## src/inc/pdt_pkg.sv

```systemverilog
// Constants, field layouts, decode functions and bus carrier for the
// prescaler and dual timer. Assumes a 4-bit register port driven by the CPU.
package pdt_pkg;

  ////////////////////////////////////////////////////////////////////////////
  // Widths
  localparam int PRESC_W = 11;
  localparam int CNT_W   = 8;
  localparam int DIG_W   = 4;
  localparam int ADDR_W  = 4;

  ////////////////////////////////////////////////////////////////////////////
  // Register addresses, as printed
  localparam logic [ADDR_W-1:0] ADR_TA_IRQ = 4'h1;
  localparam logic [ADDR_W-1:0] ADR_TB_IRQ = 4'h2;
  localparam logic [ADDR_W-1:0] ADR_TA_CTL = 4'h8;
  localparam logic [ADDR_W-1:0] ADR_TB_CTL = 4'h9;
  localparam logic [ADDR_W-1:0] ADR_TB_LO  = 4'ha;
  localparam logic [ADDR_W-1:0] ADR_TB_HI  = 4'hb;

  ////////////////////////////////////////////////////////////////////////////
  // Field positions
  localparam int TB_FLAG_BIT   = 0;
  localparam int TB_MASK_BIT   = 1;
  localparam int TA_FLAG_BIT   = 2;
  localparam int TA_MASK_BIT   = 3;
  localparam int TB_RELOAD_BIT = 3;
  localparam logic [2:0] TB_EXT_SEL = 3'h7;

  ////////////////////////////////////////////////////////////////////////////
  // Reset values
  localparam logic [PRESC_W-1:0] PRESC_RST  = 11'h000;
  localparam logic [CNT_W-1:0]   CNT_RST    = 8'h00;
  localparam logic [CNT_W-1:0]   CNT_MAX    = 8'hff;
  localparam logic [2:0]         TA_CTL_RST = 3'h0;
  localparam logic [DIG_W-1:0]   TB_CTL_RST = 4'h0;
  localparam logic [DIG_W-1:0]   DIG_ZERO   = 4'h0;
  localparam logic               FLAG_RST   = 1'b0;
  localparam logic               MASK_RST   = 1'b1;
  localparam logic               EXT_IDLE   = 1'b1;

  ////////////////////////////////////////////////////////////////////////////
  // Bus request carrier
  typedef struct packed {
    logic              wr;
    logic              rd;
    logic [ADDR_W-1:0] addr;
    logic [DIG_W-1:0]  wdata;
  } pdt_bus_req_t;

  ////////////////////////////////////////////////////////////////////////////
  // Divide ratio as a power of two
  function automatic logic [3:0] pdt_ta_log2(input logic [2:0] code);
    logic [3:0] lg;
    case (code)
      3'h0:    lg = 4'hb;
      3'h1:    lg = 4'ha;
      3'h2:    lg = 4'h9;
      3'h3:    lg = 4'h7;
      3'h4:    lg = 4'h5;
      3'h5:    lg = 4'h3;
      3'h6:    lg = 4'h2;
      default: lg = 4'h1;
    endcase
    return lg;
  endfunction

  function automatic logic [3:0] pdt_tb_log2(input logic [2:0] code);
    logic [3:0] lg;
    case (code)
      3'h0:    lg = 4'hb;
      3'h1:    lg = 4'h9;
      3'h2:    lg = 4'h7;
      3'h3:    lg = 4'h5;
      3'h4:    lg = 4'h3;
      3'h5:    lg = 4'h2;
      default: lg = 4'h1;
    endcase
    return lg;
  endfunction

  // True once every 2**lg counts: the low lg bits are all ones
  function automatic logic pdt_tap_hit(input logic [PRESC_W-1:0] p,
                                       input logic [3:0] lg);
    logic [PRESC_W-1:0] m;
    m = PRESC_W'((12'h001 << lg) - 12'h001);
    return (p & m) == m;
  endfunction

endpackage

```

## src/hw/pdt_top.sv

```systemverilog
// Prescaler, free-running timer A and reload timer/event counter B.
// Assumes a single-cycle CPU register port and synchronous stop_mode.
//
// Chosen here: the plain strobed port.
module pdt_top
  import pdt_pkg::*;
(
  input  wire logic               clk,
  input  wire logic               rst,
  input  wire logic               stop_mode,
  input  wire logic               external_event_input,
  input  wire pdt_bus_req_t       bus_req,
  output logic [DIG_W-1:0]        rdata_q,
  output logic [PRESC_W-1:0]      presc_q,
  output logic                    timer_a_irq_q,
  output logic                    timer_b_irq_q
);

  ////////////////////////////////////////////////////////////////////////////
  // State
  logic [2:0]       ta_ctl_q;
  logic [DIG_W-1:0] tb_ctl_q;
  logic [DIG_W-1:0] tb_pend_q;
  logic             tb_pend_v_q;
  logic [CNT_W-1:0] ta_cnt_q;
  logic [CNT_W-1:0] tb_cnt_q;
  logic [CNT_W-1:0] tb_cnt_d;
  logic [CNT_W-1:0] reload_q;
  logic [DIG_W-1:0] low_latch_q;
  logic             ta_flag_q;
  logic             ta_mask_q;
  logic             tb_flag_q;
  logic             tb_mask_q;
  logic             ext_s1_q;
  logic             ext_s2_q;
  logic             ext_s3_q;

  ////////////////////////////////////////////////////////////////////////////
  // Register decode
  wire run       = !stop_mode;
  wire wr_ta_irq = bus_req.wr && (bus_req.addr == ADR_TA_IRQ);
  wire wr_tb_irq = bus_req.wr && (bus_req.addr == ADR_TB_IRQ);
  wire wr_ta_ctl = bus_req.wr && (bus_req.addr == ADR_TA_CTL);
  wire wr_tb_ctl = bus_req.wr && (bus_req.addr == ADR_TB_CTL);
  wire wr_tb_lo  = bus_req.wr && (bus_req.addr == ADR_TB_LO);
  wire wr_tb_hi  = bus_req.wr && (bus_req.addr == ADR_TB_HI);
  wire rd_ta_irq = bus_req.rd && (bus_req.addr == ADR_TA_IRQ);
  wire rd_tb_irq = bus_req.rd && (bus_req.addr == ADR_TB_IRQ);
  wire rd_tb_lo  = bus_req.rd && (bus_req.addr == ADR_TB_LO);
  wire rd_tb_hi  = bus_req.rd && (bus_req.addr == ADR_TB_HI);

  // Control addresses read as zero: they are write-only
  wire [DIG_W-1:0] ta_irq_view = {ta_mask_q, ta_flag_q, 2'b00};
  wire [DIG_W-1:0] tb_irq_view = {2'b00, tb_mask_q, tb_flag_q};
  wire [DIG_W-1:0] rdata_d =
    rd_ta_irq ? ta_irq_view :
    rd_tb_irq ? tb_irq_view :
    rd_tb_hi  ? tb_cnt_q[7:4] :
    rd_tb_lo  ? low_latch_q :
                DIG_ZERO;

  ////////////////////////////////////////////////////////////////////////////
  // Prescaler
  always_ff @(posedge clk or posedge rst) begin
    if (rst) begin
      presc_q <= PRESC_RST;
    end else if (run) begin
      presc_q <= presc_q + 11'h001;
    end
  end

  // Taps are enables, not derived clocks, so every counter stays on clk
  wire ta_tap = pdt_tap_hit(presc_q, pdt_ta_log2(ta_ctl_q));
  wire tb_tap = pdt_tap_hit(presc_q, pdt_tb_log2(tb_ctl_q[2:0]));
  wire tb_ext = (tb_ctl_q[2:0] == TB_EXT_SEL);

  ////////////////////////////////////////////////////////////////////////////
  // Event input synchroniser
  always_ff @(posedge clk or posedge rst) begin
    if (rst) begin
      ext_s1_q <= EXT_IDLE;
      ext_s2_q <= EXT_IDLE;
      ext_s3_q <= EXT_IDLE;
    end else begin
      ext_s1_q <= external_event_input;
      ext_s2_q <= ext_s1_q;
      ext_s3_q <= ext_s2_q;
    end
  end

  wire ext_fall = ext_s3_q && !ext_s2_q;

  ////////////////////////////////////////////////////////////////////////////
  // Count enables
  wire ta_tick = run && ta_tap;
  wire tb_tick = run && (tb_ext ? ext_fall : tb_tap);
  wire ta_ovf  = ta_tick && (ta_cnt_q == CNT_MAX);
  // A load on the same cycle wins, so that cycle never overflows
  wire tb_ovf  = tb_tick && (tb_cnt_q == CNT_MAX) && !wr_tb_hi;

  ////////////////////////////////////////////////////////////////////////////
  // Mode registers
  always_ff @(posedge clk or posedge rst) begin
    if (rst) begin
      ta_ctl_q <= TA_CTL_RST;
    end else if (wr_ta_ctl) begin
      ta_ctl_q <= bus_req.wdata[2:0];
    end
  end

  // One staging stage delays the new timer B mode by a cycle
  always_ff @(posedge clk or posedge rst) begin
    if (rst) begin
      tb_pend_q   <= TB_CTL_RST;
      tb_pend_v_q <= 1'b0;
    end else begin
      tb_pend_v_q <= wr_tb_ctl;
      if (wr_tb_ctl) begin
        tb_pend_q <= bus_req.wdata;
      end
    end
  end

  always_ff @(posedge clk or posedge rst) begin
    if (rst) begin
      tb_ctl_q <= TB_CTL_RST;
    end else if (tb_pend_v_q) begin
      tb_ctl_q <= tb_pend_q;
    end
  end

  ////////////////////////////////////////////////////////////////////////////
  // Timer A
  always_ff @(posedge clk or posedge rst) begin
    if (rst) begin
      ta_cnt_q <= CNT_RST;
    end else if (ta_tick) begin
      ta_cnt_q <= ta_cnt_q + 8'h01;
    end
  end

  ////////////////////////////////////////////////////////////////////////////
  // Timer B reload register
  always_ff @(posedge clk or posedge rst) begin
    if (rst) begin
      reload_q <= CNT_RST;
    end else if (wr_tb_lo) begin
      reload_q[3:0] <= bus_req.wdata;
    end else if (wr_tb_hi) begin
      reload_q[7:4] <= bus_req.wdata;
    end
  end

  // Timer B counter
  always_comb begin
    tb_cnt_d = tb_cnt_q;
    if (wr_tb_hi) begin
      tb_cnt_d = {bus_req.wdata, reload_q[3:0]};
    end else if (tb_tick) begin
      if (tb_cnt_q != CNT_MAX) begin
        tb_cnt_d = tb_cnt_q + 8'h01;
      end else if (tb_ctl_q[TB_RELOAD_BIT]) begin
        tb_cnt_d = reload_q;
      end else begin
        tb_cnt_d = CNT_RST;
      end
    end
  end

  always_ff @(posedge clk or posedge rst) begin
    if (rst) begin
      tb_cnt_q <= CNT_RST;
    end else begin
      tb_cnt_q <= tb_cnt_d;
    end
  end

  ////////////////////////////////////////////////////////////////////////////
  // Read path and low-digit latch
  always_ff @(posedge clk or posedge rst) begin
    if (rst) begin
      low_latch_q <= DIG_ZERO;
    end else if (rd_tb_hi) begin
      low_latch_q <= tb_cnt_q[3:0];
    end
  end

  always_ff @(posedge clk or posedge rst) begin
    if (rst) begin
      rdata_q <= DIG_ZERO;
    end else begin
      rdata_q <= rdata_d;
    end
  end

  ////////////////////////////////////////////////////////////////////////////
  // Request flags and masks; hardware set beats a software clear
  wire ta_flag_d = ta_ovf ? 1'b1 :
                   wr_ta_irq ? bus_req.wdata[TA_FLAG_BIT] : ta_flag_q;
  wire tb_flag_d = tb_ovf ? 1'b1 :
                   wr_tb_irq ? bus_req.wdata[TB_FLAG_BIT] : tb_flag_q;

  always_ff @(posedge clk or posedge rst) begin
    if (rst) begin
      ta_flag_q <= FLAG_RST;
      tb_flag_q <= FLAG_RST;
    end else begin
      ta_flag_q <= ta_flag_d;
      tb_flag_q <= tb_flag_d;
    end
  end

  always_ff @(posedge clk or posedge rst) begin
    if (rst) begin
      ta_mask_q <= MASK_RST;
      tb_mask_q <= MASK_RST;
    end else begin
      if (wr_ta_irq) begin
        ta_mask_q <= bus_req.wdata[TA_MASK_BIT];
      end
      if (wr_tb_irq) begin
        tb_mask_q <= bus_req.wdata[TB_MASK_BIT];
      end
    end
  end

  always_ff @(posedge clk or posedge rst) begin
    if (rst) begin
      timer_a_irq_q <= 1'b0;
      timer_b_irq_q <= 1'b0;
    end else begin
      timer_a_irq_q <= ta_flag_q && !ta_mask_q;
      timer_b_irq_q <= tb_flag_q && !tb_mask_q;
    end
  end
endmodule

```

## config.mk

```make
export PLATFORM = sky130hd
export DESIGN_NAME = pdt_top
export DESIGN_NICKNAME = d
export VERILOG_FILES = /design/src/inc/pdt_pkg.sv /design/src/hw/pdt_top.sv
export SDC_FILE = /design/constraint.sdc
export NUM_CORES = 1
export LEC_CHECK = 0
export BUFFER_PORTS_ARGS = -buffer_cell sky130_fd_sc_hd__buf_2
export CAP_MARGIN = 20
export CORE_MARGIN = 2
export CORE_UTILIZATION = 35
export DETAILED_ROUTE_END_ITERATION = 7
export GPL_TIMING_DRIVEN = 0
export PLACE_DENSITY_LB_ADDON = 0.12
export SLEW_MARGIN = 15
export SYNTH_ARGS = -nofsm -noshare
export SYNTH_HDL_FRONTEND = slang
export SYNTH_SLANG_ARGS = --single-unit
```

## constraint.sdc

```tcl
create_clock -name clk -period 2.4 [get_ports clk]
set_input_delay 0.24 -clock clk [delete_from_list [all_inputs] [get_ports clk]]
set_output_delay 0.24 -clock clk [all_outputs]
set_load 0.01 [all_outputs]
```

## After elaboration in Yosys (flattened, before gate mapping)

Index checks and enable logic that the tools add are counted.

- Flip-flop bits (word level): 64
- Bits of input ports: 14
- Output and inout port bits: 17
- Word-level logic and storage cells: 97

- Add/subtract/negate cells: 5
- Equality and inequality tests: 23
- Shifts and indexed selects: 2
- Muxes and demuxes: 15
- Bitwise operators: 3
- Reduce and logical (&&, ||, !) cells: 29

Operators with widths:

| kind | number |
|---|---|
| $mux 8 | 4 |
| $pmux 4 s7 | 1 |
| $pmux 4 s6 | 1 |
| $and 11x11->11 | 2 |
| $eq 11x11->1 | 2 |
| $shl 1x4->11 const A | 2 |
| $sub 11x1->11 const B | 2 |
| $eq 3x3->1 const B | 6 |
| $logic_and 1x1->1 | 18 |
| $add 8x1->8 const B | 2 |
| $eq 4x4->1 const B | 4 |
| $eq 8x8->1 const B | 2 |
| $mux 4 | 4 |
| $eq 3x2->1 const B | 4 |
| $add 11x1->11 const B | 1 |
| $ne 8x8->1 const B | 1 |
| $eq 3x1->1 const B | 2 |
| $logic_not 3->1 | 2 |
| $reduce_bool 2->1 | 3 |
| $logic_not 1->1 | 5 |
| $mux 1 | 5 |
| $eq 4x1->1 const B | 1 |
| $eq 4x2->1 const B | 1 |
| $reduce_and 2->1 | 1 |
| $not 1->1 | 1 |

## Depth between registers and ports, before layout

- Depth in word-level cells: 11
- Depth in mapped cells: 8

## Worst setup path after synthesis

No wires, ideal clock.

- Path type: register to register
- From: register ta_ctl_q[0]
- To: register ta_cnt_q[1]
- Library setup time: 125 ps
- Arrival: 1956 ps
- Data required time: 2275 ps
- Setup slack: 320 ps
- Cell stages (with the launch flop): 9
- Path buffers: 1
- Clock period less this slack: 2080 ps
- Cell sequence: dfrtp_1 -> buf_2 -> nand3_1 -> ha_1 -> nand2b_1 -> o21ai_1 -> a2111o_1 -> nor2_1 -> mux2_2

- Longest elaborated chain between the ends: 7
- Elaborated cells between the ends (all ways): 13
- Those cells by class: 1 x add/sub; 7 x eq/ne; 1 x shift; 1 x mux; 1 x bitwise; 2 x reduce/logical

RTL lines:

| element | line | RTL |
|---|---|---|
| start: declaration | pdt_top.sv:21 | `logic [2:0] ta_ctl_q;` |
| start signal: assignment | pdt_top.sv:107 | `ta_ctl_q <= bus_req.wdata[2:0];` |
| $eq 3x3->1, or another cell as far along | pdt_pkg.sv:55 | `case (code)` |
| $pmux 4 s7 (*) | pdt_pkg.sv:55 |  |
| $shl 1x4->11 (*) | pdt_pkg.sv:86 | `m = PRESC_W'((12'h001 << lg) - 12'h001);` |
| $sub 11x1->11 (*) | pdt_pkg.sv:86 |  |
| $and 11x11->11 | pdt_pkg.sv:87 | `return (p & m) == m;` |
| $eq 11x11->1 (*) | pdt_pkg.sv:87 |  |
| $logic_and 1x1->1 (*) | pdt_top.sv:95 | `wire ta_tick = run && ta_tap;` |
| end signal: assignment | pdt_top.sv:138 | `ta_cnt_q <= ta_cnt_q + 8'h01;` |
| end: declaration | pdt_top.sv:25 | `logic [CNT_W-1:0] ta_cnt_q;` |

Mark *: on every way between the ends. The rest lies on a longest branch, timed or not.
A chain may end at the register's enable or synchronous reset.

## Worst setup path in the final report

- From: register tb_ctl_q[1]
- To: register tb_cnt_q[1]

- Longest elaborated chain between the ends: 9
- Elaborated cells between the ends (all ways): 15
- Those cells by class: 1 x add/sub; 7 x eq/ne; 1 x shift; 2 x mux; 1 x bitwise; 3 x reduce/logical

RTL lines:

| element | line | RTL |
|---|---|---|
| start: declaration | pdt_top.sv:22 | `logic [DIG_W-1:0] tb_ctl_q;` |
| start signal: assignment | pdt_top.sv:128 | `tb_ctl_q <= tb_pend_q;` |
| $eq 3x3->1, or another cell as far along | pdt_pkg.sv:70 | `case (code)` |
| $pmux 4 s6 | pdt_pkg.sv:70 |  |
| $shl 1x4->11 | pdt_pkg.sv:86 |  |
| $sub 11x1->11 | pdt_pkg.sv:86 |  |
| $and 11x11->11 | pdt_pkg.sv:87 |  |
| $eq 11x11->1 | pdt_pkg.sv:87 |  |
| $mux 1 (*) | pdt_top.sv:96 | `wire tb_tick = run && (tb_ext ? ext_fall : tb_tap);` |
| $logic_and 1x1->1 (*) | pdt_top.sv:96 |  |
| $reduce_bool 2->1 (no source line) (*) | n/a |  |
| end signal: assignment | pdt_top.sv:174 | `tb_cnt_q <= tb_cnt_d;` |
| end: declaration | pdt_top.sv:26 | `logic [CNT_W-1:0] tb_cnt_q;` |

Marked as above.

==> out/qor.yml <==
status:
  status: "finished, final reports clean"
synthesis:
  synth_seq_cells: 64
  synthTopCellsByArea: "dfrtp_1, mux2_2, nand2_1"
  synth_compound_area_share_pct: 13.2
  syn_inst: 302
  ys_warn_count: 0
  synthTopCellsByCount: "dfrtp_1, nand2_1, mux2_2, nor2_1"
  synth_cell_types: 55
  yosys-mux-area-fraction_pct: 8.74
  synth-edff-count: 0
  synth.most_common_cell: "dfrtp_1"
  syn_avg_cell_area_um2: 10.6
  seq_area_frac_synth_pct: 50.2
  synth-main-ff-cell: "dfrtp_1"
  synth.largest_area_cell: "dfrtp_1"
  async_flop_share_pct: 100
  synth_top_family_by_area: "simple AND/OR/NAND/NOR gates"
  synthSimpleGateAreaFrac_pct: 18.0
  synthesis.area_um2: 3210
  synth-xor-area-share_pct: 5.74
  synth-adder-area-share_pct: 2.26
  synth_top_area_share_pct: 46.1
sta:
  setup_viol: 0
  skew_ps: 9.93
  finalCritPeriodShare_pct: 94.7
  fmax_mhz: 440
  worst_pin_slew_ps: 505
  fin_ws_ps: 126
  fin_crit_ps: 2270
  slew_headroom_pct: 66.2
  report.final.slew_viol_count: 0
  final_hold_viol_count: 0
critical_path:
  cpLargestDelayFamily: "compound AO/OA/AOI/OAI gates"
  path_cells: "nand2_1 > ha_1 > a21bo_2 > a211o_1 > o2111a_1 > o21ai_1 > mux2_2"
  crit_buf_inv: 0
  crit_fanout: 8
  crit_slowest_cell: "dfrtp_2"
  required_ps: 2620
  crit_type: "register to register"
  critPathMaxStageDelay_ps: 450
  crit_path_end_kind: "register"
  worst_setup_path_start_kind: "register"
  worstPathArrival_ps: 2500
final_layout:
  fin_area_um2: 3720
  fillerInstances: 846
  syn_to_final_growth_pct: 16.2
  diodes: 0
  drive_gt1_share_pct: 24.4
  fin_nets: 366
  fin_util_pct: 42.3
die:
  num_rows: 34
  die_x_um: 99.7
  initial_core_util_pct: 36.4
  die_h_um: 99.7
  ios: 31
  die_area_um2: 9940
  core_area_um2: 8810
route:
  wl_per_cell_um: 15.7
  routed_wirelength_um: 7210
  ant_nets: 0
  vias: 2426
  route.detailed.drc: 0
  avgViaCountPerCell: 5.27
  firstDrtPassIters: 4
  drt_iter0_drc: 179
worst_hold_path:
  worstHoldPathType: "input pin to register"
pwr:
  ir_drop_v: 0.000235
  power_density_nw_per_um2: 850
  leakage_nw: 1.69
clock_network:
  clkSinkCount: 64
  path_clk_slew_ps: 70
  numCtsBuffers: 9
  cts_max_path_buffers: 2
  cts_tree: "yes"
  root_buffer: "clkbuf_8"
  htree_levels: 3
  clock_latency_ps: 330
placed_design:
  io_buffers: 30
  gp_routability_congestion: 0.835
  post-place-ws_ps: 91.2
  dp_hpwl_um: 5170
  postPlaceCellArea_um2: 3520
global_route:
  grt_use_total_pct: 15.6
  antenna_found_initial: 0
  grt_pass1_wl_um: 12100
  grt_pass1_vias: 2330
  grt_max_degree: 49
  grt-ovfl-total: 0
job:
  maxCapViolCount: 0
## tightest hold or removal path: stages
cell and delay (ps):
buf_2 140, nand2_1 60, nand2_1 40
## report_power, final
part	switching (mW)	leakage (nW)	internal [mW]
Clock	0.418	0.0858	0.369
Sequential	0.299	0.809	1.32
Combinational	0.379	0.798	0.380
## registers in the layout (all words and copies together) (netlist names), 3 cells and up
name and cells:
low_latch_q 4, presc_q 11, rdata_q 4, reload_q 8
ta_cnt_q 8, ta_ctl_q 3, tb_cnt_q 8, tb_ctl_q 4
tb_pend_q 4
## final cells by class
cell class	instances	area, um2	area share (%)
Tap cell	108	135	3.63
Timing Repair Buffer	33	198	5.31
Buffer	8	31.3	0.840
Inverter	7	28.8	0.773
Clock buffer	10	128	3.43
Multi-Input combinational cell	224	1560	41.9
Sequential cell	64	1610	43.2
Clock inverter	6	36.3	0.974
## layer usage
layer	up-vias	share of wire [%]	routed length (um)	track usage, %
met5	-	0	0	0
met4	0	2.1	148	6.95
li1	1186	-	-	-
met3	12	4.1	298	2.67
met2	72	41	2960	21.0
met1	1156	53	3800	24.2
## what timing repair did
item	4_1_cts	5_1_grt
setup endpoints to repair	0	5
hold endpoints to repair	17	0
buffers inserted	0	0
resized for setup	0	4
hold buffers	2	0
## metrics by stage
stage          TNS, ps  std cells  hold slack (ps)  total power [mW]
6_report             0        460              189              3.17
5_1_grt         -0.128        460              179              3.40
4_1_cts              0        460              171              3.19
3_5_place_dp         0        442              196              2.38
3_3_place_gp    -18160        441              346              2.37
2_1_floorplan        0        303              244              2.09
## cell usage in the layout (no fill, tap or decap), types with 5 or more instances in the layout
cell type	count
a21oi_1	6
and3_1	5
buf_2	31
clkbuf_1	8
clkbuf_8	9
dfrtp_1	58
dfstp_2	5
ha_1	5
inv_1	6
mux2_2	24
nand2_1	38
nand3_1	12
nand3b_1	6
nand4_1	5
nor2_1	21
nor3_1	6
o21ai_0	6
xnor2_1	9
xor2_1	12
## final timing paths
kind | start | to | slack, ps | depth (start not counted)
setup / recovery | tb_ctl_q[1] | tb_cnt_q[1] | 130 | 7
setup reg to reg | tb_ctl_q[1] | tb_cnt_q[1] | 130 | 7
hold / removal | bus_req[3] | reload_q[7] | 190 | 3
hold reg to reg | ext_s1_q | ext_s2_q | 360 | 0
min in group asynchronous | rst | ta_cnt_q[0] | 380 | 3
max in group asynchronous | rst | tb_mask_q | 1460 | 4
## kinds of logic (layout without fill, tap and decap cells)
group / after synthesis / after routing
XOR/XNOR: 21 / 21
flip-flops: 64 / 64
buffers and inverters: 15 / 64
adder cells (fa/ha/maj): 6 / 6
other: 1 / 2
AO/OA/AOI/OAI: 53 / 53
AND/OR/NAND/NOR: 117 / 117
multiplexers: 25 / 25
Note: power is estimated with default switching activity, not from simulation.
